### src/rtl/parallel_io_pkg.sv
// Package with register map, field layout and carrier types of the parallel ports.
package parallel_io_pkg;
    // ----------------------------------------------------------------
    // Register offsets.
    // ----------------------------------------------------------------
    localparam logic [7:0] port_a_data_offset = 8'h00;
    localparam logic [7:0] port_b_data_offset = 8'h01;
    localparam logic [7:0] port_c_data_offset = 8'h02;
    localparam logic [7:0] port_d_data_offset = 8'h03;
    localparam logic [7:0] port_a_direction_offset = 8'h04;
    localparam logic [7:0] port_b_direction_offset = 8'h05;
    localparam logic [7:0] port_c_direction_offset = 8'h06;
    localparam logic [7:0] port_d_direction_offset = 8'h07;
    localparam logic [7:0] converter_control_offset = 8'h08;
    // ----------------------------------------------------------------
    // Implemented bits and fixed read values.
    // ----------------------------------------------------------------
    localparam logic [7:0] port_b_mask = 8'hE0;
    localparam logic [7:0] port_b_direction_fill = 8'h1F;
    localparam logic [7:0] port_d_data_mask = 8'h20;
    localparam logic [7:0] port_d_data_fill = 8'h10;
    localparam logic [7:0] port_d_direction_mask = 8'h20;
    localparam logic [7:0] direction_reset = 8'h00;
    localparam logic [7:0] converter_control_reset = 8'h00;
    localparam int converter_enable_bit = 5;
    localparam int channel_select_high = 1;
    localparam int channel_select_low = 0;
    localparam int analog_first_pin = 3;
    localparam int high_reference_pin = 7;
    localparam int capture_pin = 7;
    // ----------------------------------------------------------------
    // Carrier types.
    // ----------------------------------------------------------------
    typedef struct packed {
        logic [7:0] address;
        logic [7:0] write_data;
        logic write_strobe;
        logic read_strobe;
    } bus_request_s;
endpackage

### src/rtl/parallel_io_ports.sv
// Four parallel I/O ports with shared serial, converter and capture functions.
// Behaviour
// - Direction one drives pin from output latch.
// - Reset clears every implemented direction bit.
// - Reset leaves output data latches unchanged.
// - Port data registers at first four addresses.
// - Output bit reads back its latch.
// - Input bit reads pin level after two-stage synchroniser.
// - Data writes always update output latches.
// - Port A eight pins, direction after data.
// - Port B bits 7-5; fixed fills elsewhere.
// - Serial port uses port B 7-5 pins.
// - Direction writes override serial default directions.
// - Serial disabled: port B plain I/O.
// - Build option picks serial bit order.
// - Converter enabled: port C analog pins.
// - Channel select picks one analog pin.
// - Selected analog pin reads zero digitally.
// - Reset disables converter, port C digital.
// - Port D bit 7 input only, readable.
// - Port D bit 5 bidirectional, own direction.
`timescale 1ns/1ps
`default_nettype none
module parallel_io_ports #(
    parameter bit msb_first = 1'b1
) (
    input wire logic clock,
    input wire logic reset_n,
    input wire parallel_io_pkg::bus_request_s bus_request,
    output logic [7:0] read_data,
    input wire logic [7:0] port_a_pins_in,
    output logic [7:0] port_a_pins_out,
    output logic [7:0] port_a_pins_oe,
    input wire logic [2:0] port_b_pins_in,
    output logic [2:0] port_b_pins_out,
    output logic [2:0] port_b_pins_oe,
    input wire logic [7:0] port_c_pins_in,
    output logic [7:0] port_c_pins_out,
    output logic [7:0] port_c_pins_oe,
    input wire logic port_d_capture_input_pin,
    input wire logic port_d_bit5_pin_in,
    output logic port_d_bit5_pin_out,
    output logic port_d_bit5_pin_oe,
    input wire logic sync_serial_enable,
    input wire logic sync_serial_master,
    input wire logic sync_serial_clock_out,
    input wire logic sync_serial_data_out,
    output logic sync_serial_clock_in,
    output logic sync_serial_data_in,
    output logic sync_serial_msb_first,
    output logic converter_enable,
    output logic [1:0] converter_channel,
    output logic timer_capture_in
);
    // ----------------------------------------------------------------
    // Pin synchronisers.
    // ----------------------------------------------------------------
    logic [7:0] a_meta, a_pin, c_meta, c_pin;
    logic [2:0] b_meta, b_pin;
    logic [1:0] d_meta, d_pin;

    always_ff @(posedge clock or negedge reset_n) begin
        if (!reset_n) begin
            a_meta <= 8'h00;
            a_pin <= 8'h00;
            b_meta <= 3'h0;
            b_pin <= 3'h0;
            c_meta <= 8'h00;
            c_pin <= 8'h00;
            d_meta <= 2'h0;
            d_pin <= 2'h0;
        end else begin
            a_meta <= port_a_pins_in;
            a_pin <= a_meta;
            b_meta <= port_b_pins_in;
            b_pin <= b_meta;
            c_meta <= port_c_pins_in;
            c_pin <= c_meta;
            d_meta <= {port_d_capture_input_pin, port_d_bit5_pin_in};
            d_pin <= d_meta;
        end
    end

    // ----------------------------------------------------------------
    // Address decode.
    // ----------------------------------------------------------------
    wire logic wr = bus_request.write_strobe;
    wire logic [7:0] addr = bus_request.address;
    wire logic [7:0] wdata = bus_request.write_data;
    wire logic wr_a = wr && addr == parallel_io_pkg::port_a_data_offset;
    wire logic wr_b = wr && addr == parallel_io_pkg::port_b_data_offset;
    wire logic wr_c = wr && addr == parallel_io_pkg::port_c_data_offset;
    wire logic wr_d = wr && addr == parallel_io_pkg::port_d_data_offset;
    wire logic wr_da = wr && addr == parallel_io_pkg::port_a_direction_offset;
    wire logic wr_db = wr && addr == parallel_io_pkg::port_b_direction_offset;
    wire logic wr_dc = wr && addr == parallel_io_pkg::port_c_direction_offset;
    wire logic wr_dd = wr && addr == parallel_io_pkg::port_d_direction_offset;
    wire logic wr_cc = wr && addr == parallel_io_pkg::converter_control_offset;

    // ----------------------------------------------------------------
    // Output data latches, not reset.
    // ----------------------------------------------------------------
    logic [7:0] port_a_data, port_c_data;
    logic [2:0] port_b_data;
    logic port_d_data;

    always_ff @(posedge clock) begin
        if (wr_a) begin
            port_a_data <= wdata;
        end
        if (wr_b) begin
            port_b_data <= wdata[7:5];
        end
        if (wr_c) begin
            port_c_data <= wdata;
        end
        if (wr_d) begin
            port_d_data <= wdata[5];
        end
    end

    // ----------------------------------------------------------------
    // Direction and converter control registers.
    // ----------------------------------------------------------------
    logic [7:0] port_a_direction, port_c_direction, converter_status_control;
    logic [2:0] port_b_direction;
    logic port_d_bit5_direction, serial_was_enabled;
    wire logic serial_rise = sync_serial_enable && !serial_was_enabled;
    wire logic [2:0] serial_default = {sync_serial_master, 1'b0, 1'b1};
    wire logic [2:0] next_port_b_direction =
        wr_db ? wdata[7:5] : (serial_rise ? serial_default : port_b_direction);

    always_ff @(posedge clock or negedge reset_n) begin
        if (!reset_n) begin
            port_a_direction <= parallel_io_pkg::direction_reset;
            port_b_direction <= 3'h0;
            port_c_direction <= parallel_io_pkg::direction_reset;
            port_d_bit5_direction <= 1'b0;
            converter_status_control <= parallel_io_pkg::converter_control_reset;
            serial_was_enabled <= 1'b0;
        end else begin
            if (wr_da) begin
                port_a_direction <= wdata;
            end
            if (wr_dc) begin
                port_c_direction <= wdata;
            end
            if (wr_dd) begin
                port_d_bit5_direction <= wdata[5];
            end
            if (wr_cc) begin
                converter_status_control <= wdata;
            end
            port_b_direction <= next_port_b_direction;
            serial_was_enabled <= sync_serial_enable;
        end
    end

    // ----------------------------------------------------------------
    // Analog pin selection.
    // ----------------------------------------------------------------
    wire logic adc_on = converter_status_control[parallel_io_pkg::converter_enable_bit];
    wire logic [1:0] channel = {
        converter_status_control[parallel_io_pkg::channel_select_high],
        converter_status_control[parallel_io_pkg::channel_select_low]};
    wire logic [7:0] analog_pins = adc_on ? 8'hF8 : 8'h00;
    wire logic [7:0] selected_pin;
    genvar gi;
    generate
        for (gi = 0; gi < 8; gi++) begin : g_select
            assign selected_pin[gi] = adc_on && gi >= parallel_io_pkg::analog_first_pin &&
                gi < parallel_io_pkg::high_reference_pin &&
                channel == 2'(gi - parallel_io_pkg::analog_first_pin);
        end
    endgenerate

    // ----------------------------------------------------------------
    // Read multiplexer.
    // ----------------------------------------------------------------
    wire logic [7:0] read_a = (port_a_direction & port_a_data) |
        (~port_a_direction & a_pin);
    wire logic [2:0] read_b3 = (port_b_direction & port_b_data) |
        (~port_b_direction & b_pin);
    wire logic [7:0] read_c_raw = (port_c_direction & port_c_data) |
        (~port_c_direction & c_pin);
    wire logic [7:0] read_c = read_c_raw & ~selected_pin;
    wire logic read_d5 = port_d_bit5_direction ? port_d_data : d_pin[0];
    wire logic [7:0] read_d = {d_pin[1], 1'b0, read_d5, 5'h00} |
        parallel_io_pkg::port_d_data_fill;
    logic [7:0] next_read_data;

    always_comb begin
        next_read_data = 8'h00;
        if (bus_request.read_strobe) begin
            unique case (addr)
                parallel_io_pkg::port_a_data_offset: next_read_data = read_a;
                parallel_io_pkg::port_b_data_offset: next_read_data = {read_b3, 5'h00};
                parallel_io_pkg::port_c_data_offset: next_read_data = read_c;
                parallel_io_pkg::port_d_data_offset: next_read_data = read_d;
                parallel_io_pkg::port_a_direction_offset: next_read_data = port_a_direction;
                parallel_io_pkg::port_b_direction_offset: next_read_data =
                    {port_b_direction, 5'h00} | parallel_io_pkg::port_b_direction_fill;
                parallel_io_pkg::port_c_direction_offset: next_read_data = port_c_direction;
                parallel_io_pkg::port_d_direction_offset: next_read_data =
                    {2'h0, port_d_bit5_direction, 5'h00};
                parallel_io_pkg::converter_control_offset: next_read_data =
                    converter_status_control;
                default: next_read_data = 8'h00;
            endcase
        end
    end

    // ----------------------------------------------------------------
    // Pin drivers and function outputs.
    // ----------------------------------------------------------------
    wire logic [2:0] next_b_out = sync_serial_enable ?
        {sync_serial_master ? sync_serial_clock_out : port_b_data[2], port_b_data[1],
         sync_serial_data_out} : port_b_data;
    logic [2:0] b_out;
    logic [7:0] c_oe;
    wire logic [7:0] next_port_c_oe = port_c_direction & ~analog_pins;

    always_ff @(posedge clock or negedge reset_n) begin
        if (!reset_n) begin
            read_data <= 8'h00;
            b_out <= 3'h0;
            c_oe <= 8'h00;
            sync_serial_msb_first <= 1'b0;
            converter_enable <= 1'b0;
            converter_channel <= 2'h0;
        end else begin
            read_data <= next_read_data;
            b_out <= next_b_out;
            c_oe <= next_port_c_oe;
            sync_serial_msb_first <= msb_first;
            converter_enable <= adc_on;
            converter_channel <= channel;
        end
    end

    assign port_a_pins_out = port_a_data;
    assign port_a_pins_oe = port_a_direction;
    assign port_b_pins_out = b_out;
    assign port_b_pins_oe = port_b_direction;
    assign port_c_pins_out = port_c_data;
    assign port_c_pins_oe = c_oe;
    assign port_d_bit5_pin_out = port_d_data;
    assign port_d_bit5_pin_oe = port_d_bit5_direction;
    assign sync_serial_clock_in = b_pin[2];
    assign sync_serial_data_in = b_pin[1];
    assign timer_capture_in = d_pin[1];

    // ----------------------------------------------------------------
    // Assertions.
    // ----------------------------------------------------------------
    logic [7:0] past_wdata;
    logic past_rd_a, past_wr_a;
    always_ff @(posedge clock or negedge reset_n) begin
        if (!reset_n) begin
            past_wdata <= 8'h00;
            past_rd_a <= 1'b0;
            past_wr_a <= 1'b0;
        end else begin
            past_wdata <= wdata;
            past_rd_a <= bus_request.read_strobe && addr == parallel_io_pkg::port_a_data_offset;
            past_wr_a <= wr_a;
        end
    end

    direction_drives_a: assert property (@(posedge clock) disable iff (!reset_n)
        wr_da |=> port_a_pins_oe == $past(wdata))
        else $error("port A enable does not follow direction write");
    reset_dir_a: assert property (@(posedge clock)
        $rose(reset_n) |-> port_a_pins_oe == 8'h00 && port_b_pins_oe == 3'h0 &&
        port_c_pins_oe == 8'h00 && !port_d_bit5_pin_oe)
        else $error("direction not clear after reset");
    latch_write_a: assert property (@(posedge clock) disable iff (!reset_n)
        wr_a && !wr_da |=> port_a_pins_out == past_wdata)
        else $error("port A latch not written");
    unmapped_zero_a: assert property (@(posedge clock) disable iff (!reset_n)
        bus_request.read_strobe && addr > parallel_io_pkg::converter_control_offset
        |=> read_data == 8'h00)
        else $error("unmapped read not zero");
    read_output_a: assert property (@(posedge clock) disable iff (!reset_n)
        bus_request.read_strobe && addr == parallel_io_pkg::port_a_data_offset
        |=> (read_data & $past(port_a_direction)) ==
            ($past(port_a_data) & $past(port_a_direction)))
        else $error("output bits not read from latch");
    read_input_a: assert property (@(posedge clock) disable iff (!reset_n)
        bus_request.read_strobe && addr == parallel_io_pkg::port_a_data_offset
        |=> (read_data & ~$past(port_a_direction)) ==
            ($past(a_pin) & ~$past(port_a_direction)))
        else $error("input bits not read from pin");
    port_b_fill_a: assert property (@(posedge clock) disable iff (!reset_n)
        bus_request.read_strobe && addr == parallel_io_pkg::port_b_direction_offset
        |=> read_data[4:0] == 5'h1F)
        else $error("port B direction fill wrong");
    adc_zero_a: assert property (@(posedge clock) disable iff (!reset_n)
        bus_request.read_strobe && addr == parallel_io_pkg::port_c_data_offset && adc_on
        |=> read_data[3'($past(channel)) + 3'd3] == 1'b0)
        else $error("selected analog pin reads nonzero");
    port_d_fixed_a: assert property (@(posedge clock) disable iff (!reset_n)
        bus_request.read_strobe && addr == parallel_io_pkg::port_d_data_offset
        |=> read_data[4] && read_data[3:0] == 4'h0 && !read_data[6])
        else $error("port D fixed bits wrong");
    serial_dir_a: assert property (@(posedge clock) disable iff (!reset_n)
        wr_db |=> port_b_pins_oe == $past(wdata[7:5]))
        else $error("port B direction write not honoured");
    analog_oe_a: assert property (@(posedge clock) disable iff (!reset_n)
        adc_on |=> (port_c_pins_oe & 8'hF8) == 8'h00)
        else $error("analog pin driver left on");
    serial_default_a: assert property (@(posedge clock) disable iff (!reset_n)
        serial_rise && !wr_db |=> port_b_pins_oe == {$past(sync_serial_master), 2'b01})
        else $error("serial default directions wrong");
    serial_clock_out_a: assert property (@(posedge clock) disable iff (!reset_n)
        sync_serial_enable && sync_serial_master |=>
        port_b_pins_out[2] == $past(sync_serial_clock_out))
        else $error("serial clock not driven in master mode");
    serial_data_out_a: assert property (@(posedge clock) disable iff (!reset_n)
        sync_serial_enable |=> port_b_pins_out[0] == $past(sync_serial_data_out))
        else $error("serial data out not driven");
    plain_port_b_a: assert property (@(posedge clock) disable iff (!reset_n)
        wr_b && !sync_serial_enable ##1 !sync_serial_enable |=>
        port_b_pins_out == $past(port_b_data))
        else $error("port B pins do not follow latch");
    port_d_input_a: assert property (@(posedge clock) disable iff (!reset_n)
        bus_request.read_strobe && addr == parallel_io_pkg::port_d_data_offset
        |=> read_data[7] == $past(timer_capture_in))
        else $error("port D bit 7 does not read the capture pin");

    // ----------------------------------------------------------------
    // Cover properties.
    // ----------------------------------------------------------------
    read_a_c: cover property (@(posedge clock) disable iff (!reset_n) past_wr_a && past_rd_a);
    serial_on_c: cover property (@(posedge clock) disable iff (!reset_n) serial_rise);
    adc_read_c: cover property (@(posedge clock) disable iff (!reset_n)
        adc_on && bus_request.read_strobe && addr == parallel_io_pkg::port_c_data_offset);
    serial_slave_c: cover property (@(posedge clock) disable iff (!reset_n)
        serial_rise && !sync_serial_master);
    port_d_out_c: cover property (@(posedge clock) disable iff (!reset_n)
        port_d_bit5_pin_oe && bus_request.read_strobe &&
        addr == parallel_io_pkg::port_d_data_offset);
endmodule
`default_nettype wire

### config.mk
export PLATFORM = sky130hd
export DESIGN_NAME = parallel_io_ports
export DESIGN_NICKNAME = d
export VERILOG_FILES = /design/src/rtl/parallel_io_pkg.sv /design/src/rtl/parallel_io_ports.sv
export SDC_FILE = /design/constraint.sdc
export NUM_CORES = 1
export LEC_CHECK = 0
export ABC_CLOCK_PERIOD_IN_PS = 1200
export BUFFER_PORTS_ARGS = -buffer_cell sky130_fd_sc_hd__clkbuf_2
export CAP_MARGIN = 0
export CORE_MARGIN = 2
export CORE_UTILIZATION = 40
export CTS_CLUSTER_DIAMETER = 80
export DETAILED_ROUTE_END_ITERATION = 16
export HOLD_SLACK_MARGIN = 0.02
export PLACE_DENSITY = 0.67
export SLEW_MARGIN = 30
export SYNTH_ARGS = -nofsm -noshare
export SYNTH_HDL_FRONTEND = slang
export SYNTH_SLANG_ARGS = --single-unit
### constraint.sdc
create_clock -name clock -period 1.2 [get_ports clock]
set_input_delay 0.24 -clock clock [delete_from_list [all_inputs] [get_ports clock]]
set_output_delay 0.24 -clock clock [all_outputs]
set_load 0.1 [all_outputs]
==> summary.md, run 1 <==
| Metric | Value |
|---|---|
| Vias per std cell | `~5.5` |
| CTS tree | `done` |
| Total CTS buffers | `17` |
| Post-synth EDFFs | `20` |
| Slew @ Worst Pin | `roughly 0.52 ns` |
| Ys flop type | `dfrtp_1` |
| Global placer's final weighted congestion | `a little over 0.9` |
| VDD IR-drop max | `930 uV` |
| P_leak | `roughly 0.0036 uW` |
| Highest Clock Rate | `around 670 MHz` |
| I/O Pins | `100` |
| Wire per inst | `about 22 um` |
| Row count | `37` |
| Layout Nets | `just over 600` |
| Buffers & Inverters on Critical Path | `2` |
| DP Area | `~6400 sq um` |
| Routing usage on met1 | `31.8%` |
| Synth Cell Area | `~4300 sq um` |
| Initial drt markers | `between 300 and 400` |
| Unrepaired setup endpoints after global routing | `yes` |
| Final setup fails | `99` |
| Reg clk slew, reported paths | `about 0.060 ns` |
| Critical path cell sequence | `buf_6, buf_12` |
| Status | `finished, violations left` |
| Die Y | `107 um` |
| Count leader, synth | `dfrtp_1` |
| First-pass GRT wire length | `22.2 mm` |
| Die width | `around 110 um` |
| Hold Startpoint | `sync_serial_master` |
| Multi-input logic area | `between 1000 and 1500 sq um` |
| Syn Nets | `about 350` |
| Synth Instances | `308` |
| Core footprint | `about 10000 sq um` |
| Worst Clk Skew | `between 0.01 and 0.015 ns` |
| Routed WL | `15.9 mm` |
| Vias in the first global route | `3989` |
| Initial antenna violation count | `0` |
| Family with the most delay on the worst path | `flip-flops` |
| GR Util met3 | `roughly 8.3%` |
| Largest cells by area after synthesis | `dfrtp_1 55%, edfxtp_1 14%, mux2_2 7.4%` |
| WS Path Type | `flip-flop to output pin` |
| Routed Antenna Nets | `0` |
| CP Capture Type | `output pin` |
| Post-synth top cells | `94 x dfrtp_1, 28 x mux2_2, 23 x nand2_1` |
| Register area share after synthesis | `roughly 69%` |
| GR peak layer | `met2` |
| Clk Tree Root Cell | `clkbuf_8` |
| Failing checks | `setup timing` |
| Diode count | `0` |
| Worst-path fanout max | `2` |
| Port buffer count | `99` |
| Fin. max-slew vios | `0` |
| Final worst path period share | `125%` |
| Synth unique cells | `46` |
| Register area | `roughly 3000 sq um` |
| CP peak stage delay | `roughly 0.43 ns` |
| Largest net degree at the start of global routing | `26` |
| Post-DP HPWL | `~8.5 mm` |
| Total Neg Setup Slack | `-16.23 ns` |
| WHS Path Cells | `3` |
| DR vias | `approximately 3900` |
| Final Cell Area | `approximately 7900 sq um` |
| R2R depth | `6` |
| CTS H-Tree Depth | `4` |
| Die area | `around 11000 sq um` |
| R2R setup slack | `-0.24 ns` |
| RR Startpoint | `port_c_pins_out[5]` |
| DRC violations left | `0` |
| Layout cell share with drive strength beyond 1 | `between 50% and 60%` |
| Slowest CP cell | `edfxtp_1` |
| Initial core utilization | `around two fifths` |
| Reg-to-reg critical path endpoint | `read_data[5]` |
| GRT Total Usage | `26.7%` |
| Max-Cap Viols | `0` |
| Relative slew slack | `between 60% and 70%` |
| Synth area leader | `dfrtp_1` |
| FFs w/ async S/R, synth | `between 80% and 90%` |
| Total power draw | `~11000 uW` |
| Sink Count | `about 110` |
| Hold Vio Cnt, Final | `0` |
| Worst hold endpoint | `port_b_pins_oe[2]` |
| WP data required | `between 0.9 and 1 ns` |
| Fillcell total | `approximately 550` |
| GR Util met2 | `around 44%` |
| Fin worst setup slack | `-0.299 ns` |
| Nature of the critical path startpoint | `flip-flop` |
| Min-Delay Path Class | `primary input to flip-flop` |
| Layout area overhead | `85.8%` |
| Yosys warning total | `0` |
| Mean Syn Cell Area | `roughly 14 sq um` |
| CP arrival | `around 1.3 ns` |
| Worst hold margin | `about 0.046 ns` |
| Latest clock arrival within the worst-skew pair | `0.53 ns` |
| Max clock buf depth | `2` |
| #FFs+latches synth | `between 100 and 150` |
| Final min period | `~1.5 ns` |
| DR pass1 iterations | `6` |
| Power Density | `1380 nW/um^2` |
| Total congestion overflow | `0` |
| Area share of the largest cell type after synthesis | `around 55%` |
==> per-stage QoR <==
| step | cells | utilization [%] | setup slack (ns) |
|---|---|---|---|
| after floorplan | 308 | - | -0.513 |
| after global placement | 611 | 62.1 | -0.672 |
| after detailed placement | 611 | 62.1 | -0.771 |
| after CTS | 693 | 74.1 | -0.289 |
| after global routing | 712 | 76.7 | -0.336 |
| final | 712 | 76.7 | -0.299 |
==> area by class of cell <==
class / instances / area share [%]
sequential: 114 / 37.5
timing repair buffer: 249 / 34.0
multi-input combinational: 174 / 18.4
clock buffer: 18 / 5.41
clock inverter: 14 / 2.23
tap: 136 / 2.15
inverter: 7 / 0.332
==> cell usage in the layout, fill, tap and decap left out, drive strengths merged, types with 3 or more instances in the layout <==
cell type | synthesis | routed
buf | 3 | 177
a21oi | 12 | 12
dlygate4sd3 | 0 | 30
dfrtp | 94 | 94
nand4 | 3 | 3
nand2b | 3 | 3
nor2b | 11 | 11
o21ai | 13 | 13
a31oi | 4 | 4
inv | 7 | 12
a211oi | 3 | 3
nand2 | 23 | 23
and3 | 3 | 3
nor3b | 3 | 3
nor2 | 16 | 16
nand3 | 6 | 6
mux2i | 11 | 11
clkbuf | 10 | 60
clkinv | 0 | 4
nor3 | 7 | 7
bufinv | 0 | 3
a22oi | 4 | 4
edfxtp | 20 | 20
mux2 | 28 | 28
==> worst max path at each step <==
| stage | to | startpoint | cells after the start |
|---|---|---|---|
| after floorplan | read_data[5] | port_c_pins_out[5] | 5 |
| after global placement | port_c_direction[5] | bus_request[15] | 5 |
| after detailed placement | port_c_direction[5] | bus_request[15] | 5 |
| after CTS | port_c_pins_out[6] | port_c_pins_out[6] | 2 |
| after global routing | port_c_pins_out[7] | port_c_pins_out[7] | 2 |
| final | port_c_pins_out[7] | port_c_pins_out[7] | 2 |
==> sequential cells by signal (all words and copies together), names as in the netlist, 8 cells and up <==
name	cells
converter_status_control	8
c_meta	8
port_c_direction	8
a_pin	8
c_pin	8
read_data	8
port_c_pins_oe	8
a_meta	8
port_a_pins_out	8
port_c_pins_out	8
port_a_pins_oe	8
==> kinds of logic after synthesis <==
logic type / count (synthesis) / synth area share (%)
simple gates: 79 / 10.3
flops: 114 / 69.3
mux: 39 / 9.98
buf+inv: 20 / 1.82
compound gates: 55 / 8.51
other cells: 1 / 0.0880
==> where the power goes <==
part | internal (uW) | leakage, uW | switching, uW
Combinational | 641 | 0.00194 | 847
Sequential | 4090 | 0.00135 | 107
Clock | 3250 | 0.000293 | 2000
Total | 7980 | 0.00358 | 2950
==> per-layer routing <==
metal | vias to the layer above | wire (um)
met5 | - | 0
met4 | 0 | 871
met3 | 87 | 1360
met2 | 273 | 7890
met1 | 1930 | 5740
li1 | 1620 | -
==> worst register-to-register path, delay by kind of cell, from the launching register on <==
| kind | cells | cell delay [ns] |
|---|---|---|
| muxes | 1 | 0.12 |
| AOI/OAI and AO/OA | 3 | 0.42 |
| buffers and inverters | 1 | 0.15 |
| DFF | 1 | 0.41 |
| and+or+nand+nor | 1 | 0.24 |
==> what timing repair did <==
| action | CTS | global route |
|---|---|---|
| hold buffers | 30 | 0 |
| gates resized for setup | 50 | 38 |
| endpoints found under the setup margin | 96 | 100 |
| hold endpoints to repair | 128 | 0 |
| pin swaps | 10 | 22 |
| buffers inserted | 24 | 20 |
No activity file was read; power rests on OpenSTA's default activity.
==> inputs of run 2 (changes only) <==
--- a/constraint.sdc
+++ b/constraint.sdc
@@ -3,2 +3,2 @@
 set_output_delay 0.24 -clock clock [all_outputs]
-set_load 0.1 [all_outputs]
+set_load 0.005 [all_outputs]
==> summary.md, run 2 (synthesis gave the netlist of run 1 again) <==
| Metric | Value |
|---|---|
| Status | `finished, violations left` |
| Failing checks | `setup timing` |
| Diode count | `0 (unchanged)` |
| Core footprint | `10300 sq um (unchanged)` |
| Final Cell Area | `6970 sq um (-12%)` |
| Largest net degree at the start of global routing | `33 (+27%)` |
| GR Util met3 | `6.32% (-1.9 points)` |
| Hold Vio Cnt, Final | `0 (unchanged)` |
| R2R setup slack | `-0.15 ns (+0.09 ns)` |
| Fin worst setup slack | `-0.226 ns (+0.0723 ns)` |
| Total congestion overflow | `0 (unchanged)` |
| Layout cell share with drive strength beyond 1 | `54.2% (-4.5 points)` |
| GR Util met2 | `36.4% (-7.9 points)` |
| Pre-CTS WS | `-0.682 ns (+0.0885 ns)` |
| Final min period | `1.43 ns (-0.0723 ns)` |
| CTS H-Tree Depth | `4 (unchanged)` |
| Wire per inst | `17.6 um (-21%)` |
| Initial drt markers | `268 (-24%)` |
| Total power draw | `10300 uW (-6.1%)` |
| Sink Count | `114 (unchanged)` |
| Clk Tree Root Cell | `clkbuf_8` |
| Initial core utilization | `41.3% (unchanged)` |
| Die Y | `107 um (unchanged)` |
| GRT Total Usage | `22.4% (-4.3 points)` |
| Min-Delay Path Class | `primary input to flip-flop` |
| Nature of the critical path startpoint | `flip-flop` |
| Global placer's final weighted congestion | `0.859 (-8.0%)` |
| Die width | `107 um (unchanged)` |
| Routed WL | `12.2 mm (-23%)` |
| Total Neg Setup Slack | `-7.88 ns (+8.36 ns)` |
| Worst Clk Skew | `0.00772 ns (-0.00447 ns)` |
| Max-Cap Viols | `0 (unchanged)` |
| GR peak layer | `met2` |
| Comb power frac | `8.7% (-4.9 points)` |
| CP Capture Type | `output pin` |
| CTS tree | `done` |
| Layout Nets | `593 (-2.5%)` |
| DRC violations left | `0 (unchanged)` |
| Max clock buf depth | `2 (unchanged)` |
| Highest Clock Rate | `701 MHz (+5.1%)` |
| P_leak | `0.00328 uW (-8.5%)` |
| Clock power share | `50.7% (+2.7 points)` |
| Reg clk slew, reported paths | `0.06 ns (about the same)` |
| Unrepaired setup endpoints after global routing | `yes` |
| CP arrival | `1.19 ns (-0.07 ns)` |
| Final worst path period share | `119% (-6.0 points)` |
| Power Density | `1470 nW/um^2 (+6.7%)` |
| Internal power | `8090 uW (+1.3%)` |
| Commonest non-fill, non-tap cell in the layout | `clkbuf_2` |
| DR vias | `3559 (-9.0%)` |
| Vias in the first global route | `3598 (-9.8%)` |
| Latest clock arrival within the worst-skew pair | `0.51 ns (-0.02 ns)` |
| Total CTS buffers | `17 (unchanged)` |
| Routing usage on met1 | `28.2% (-3.6 points)` |
| Port buffer count | `99 (unchanged)` |
| I/O Pins | `100 (unchanged)` |
| Seq pwr share | `40.6% (+2.2 points)` |
| Switching power | `2180 uW (-26%)` |
| Worst hold margin | `0.0681 ns (+0.0223 ns)` |
| VDD IR-drop max | `1080 uV (+16%)` |
| Worst-path fanout max | `2 (unchanged)` |
| Routed Antenna Nets | `0 (unchanged)` |
| Final setup fails | `96 (-3.0%)` |
| Vias per std cell | `5.11 (-7.0%)` |
| DP Area | `5510 sq um (-14%)` |
| Row count | `37 (unchanged)` |
| WP data required | `0.96 ns (about the same)` |
| Initial antenna violation count | `0 (unchanged)` |
| Most frequent cells in the layout | `94 x clkbuf_2, 92 x dfrtp_1, 84 x buf_4` |
| DR pass1 iterations | `5 (-1)` |
| First-pass GRT wire length | `18.9 mm (-15%)` |
| Fin. max-slew vios | `0 (unchanged)` |
| Sw Ratio | `21.2% (-5.8 points)` |
| Layout area overhead | `63.5%` |
| Post-DP HPWL | `7.91 mm (-7.2%)` |
| Die area | `11500 sq um (unchanged)` |
| WS Path Type | `flip-flop to output pin` |
-- run 2: routing by layer --
layer  share of wire (%)  up-vias  wire length [um]
li1                    -     1595                 -
met1                  41     1772              4970
met2                  51      165              6220
met3                 6.7       27               819
met4                 1.9        0               229
met5                   0        -                 0
-- run 2: through the flow --
step	instances	util, %
floorplan	308	-
global placement	600	53.4
detailed placement	600	53.4
CTS	693	66.2
global route	697	67.5
finish	697	67.5
-- run 2: power groups by stage --
stage / clock (uW) / sequential (uW) / combinational (uW)
2_1_floorplan: 0 / 4220 / 252
3_3_place_gp: 0 / 4230 / 655
3_5_place_dp: 0 / 4230 / 667
4_1_cts: 5310 / 4160 / 851
5_1_grt: 5480 / 4180 / 968
6_report: 5210 / 4160 / 895
-- run 2: area by class of cell --
cell class,count,area (sq um)
Fill cell,715,3350
Timing Repair Buffer,234,1730
Tap cell,136,170
Clock inverter,7,118
Clock buffer,25,507
Multi-Input combinational cell,174,1470
Sequential cell,114,2960
Inverter,7,26.3
-- run 2: what timing repair did --
item / 4_1_cts / 5_1_grt
hold endpoints to repair: 132 / 0
pin swaps: 24 / 21
setup buffers: 32 / 5
setup endpoints to repair: 96 / 100
gates resized for setup: 44 / 24
hold buffers: 31 / 0
-- run 2: worst paths after layout --
path,end,cells after the start,from
worst max-delay path,port_a_pins_out[0],2,port_a_pins_out[0]
worst min register to register,c_pin[7],0,c_meta[7]
worst max register to register,read_data[2],6,port_a_pins_oe[2]
worst min-delay path,port_b_pins_out[2],3,sync_serial_master
min in group asynchronous,a_pin[2],2,reset_n
max in group asynchronous,a_pin[6],3,reset_n
-- run 2: worst max-delay path, stage by stage, from the launching register on --
cell      delay [ns]
edfxtp_1        0.42
buf_4           0.15
clkbuf_2        0.10
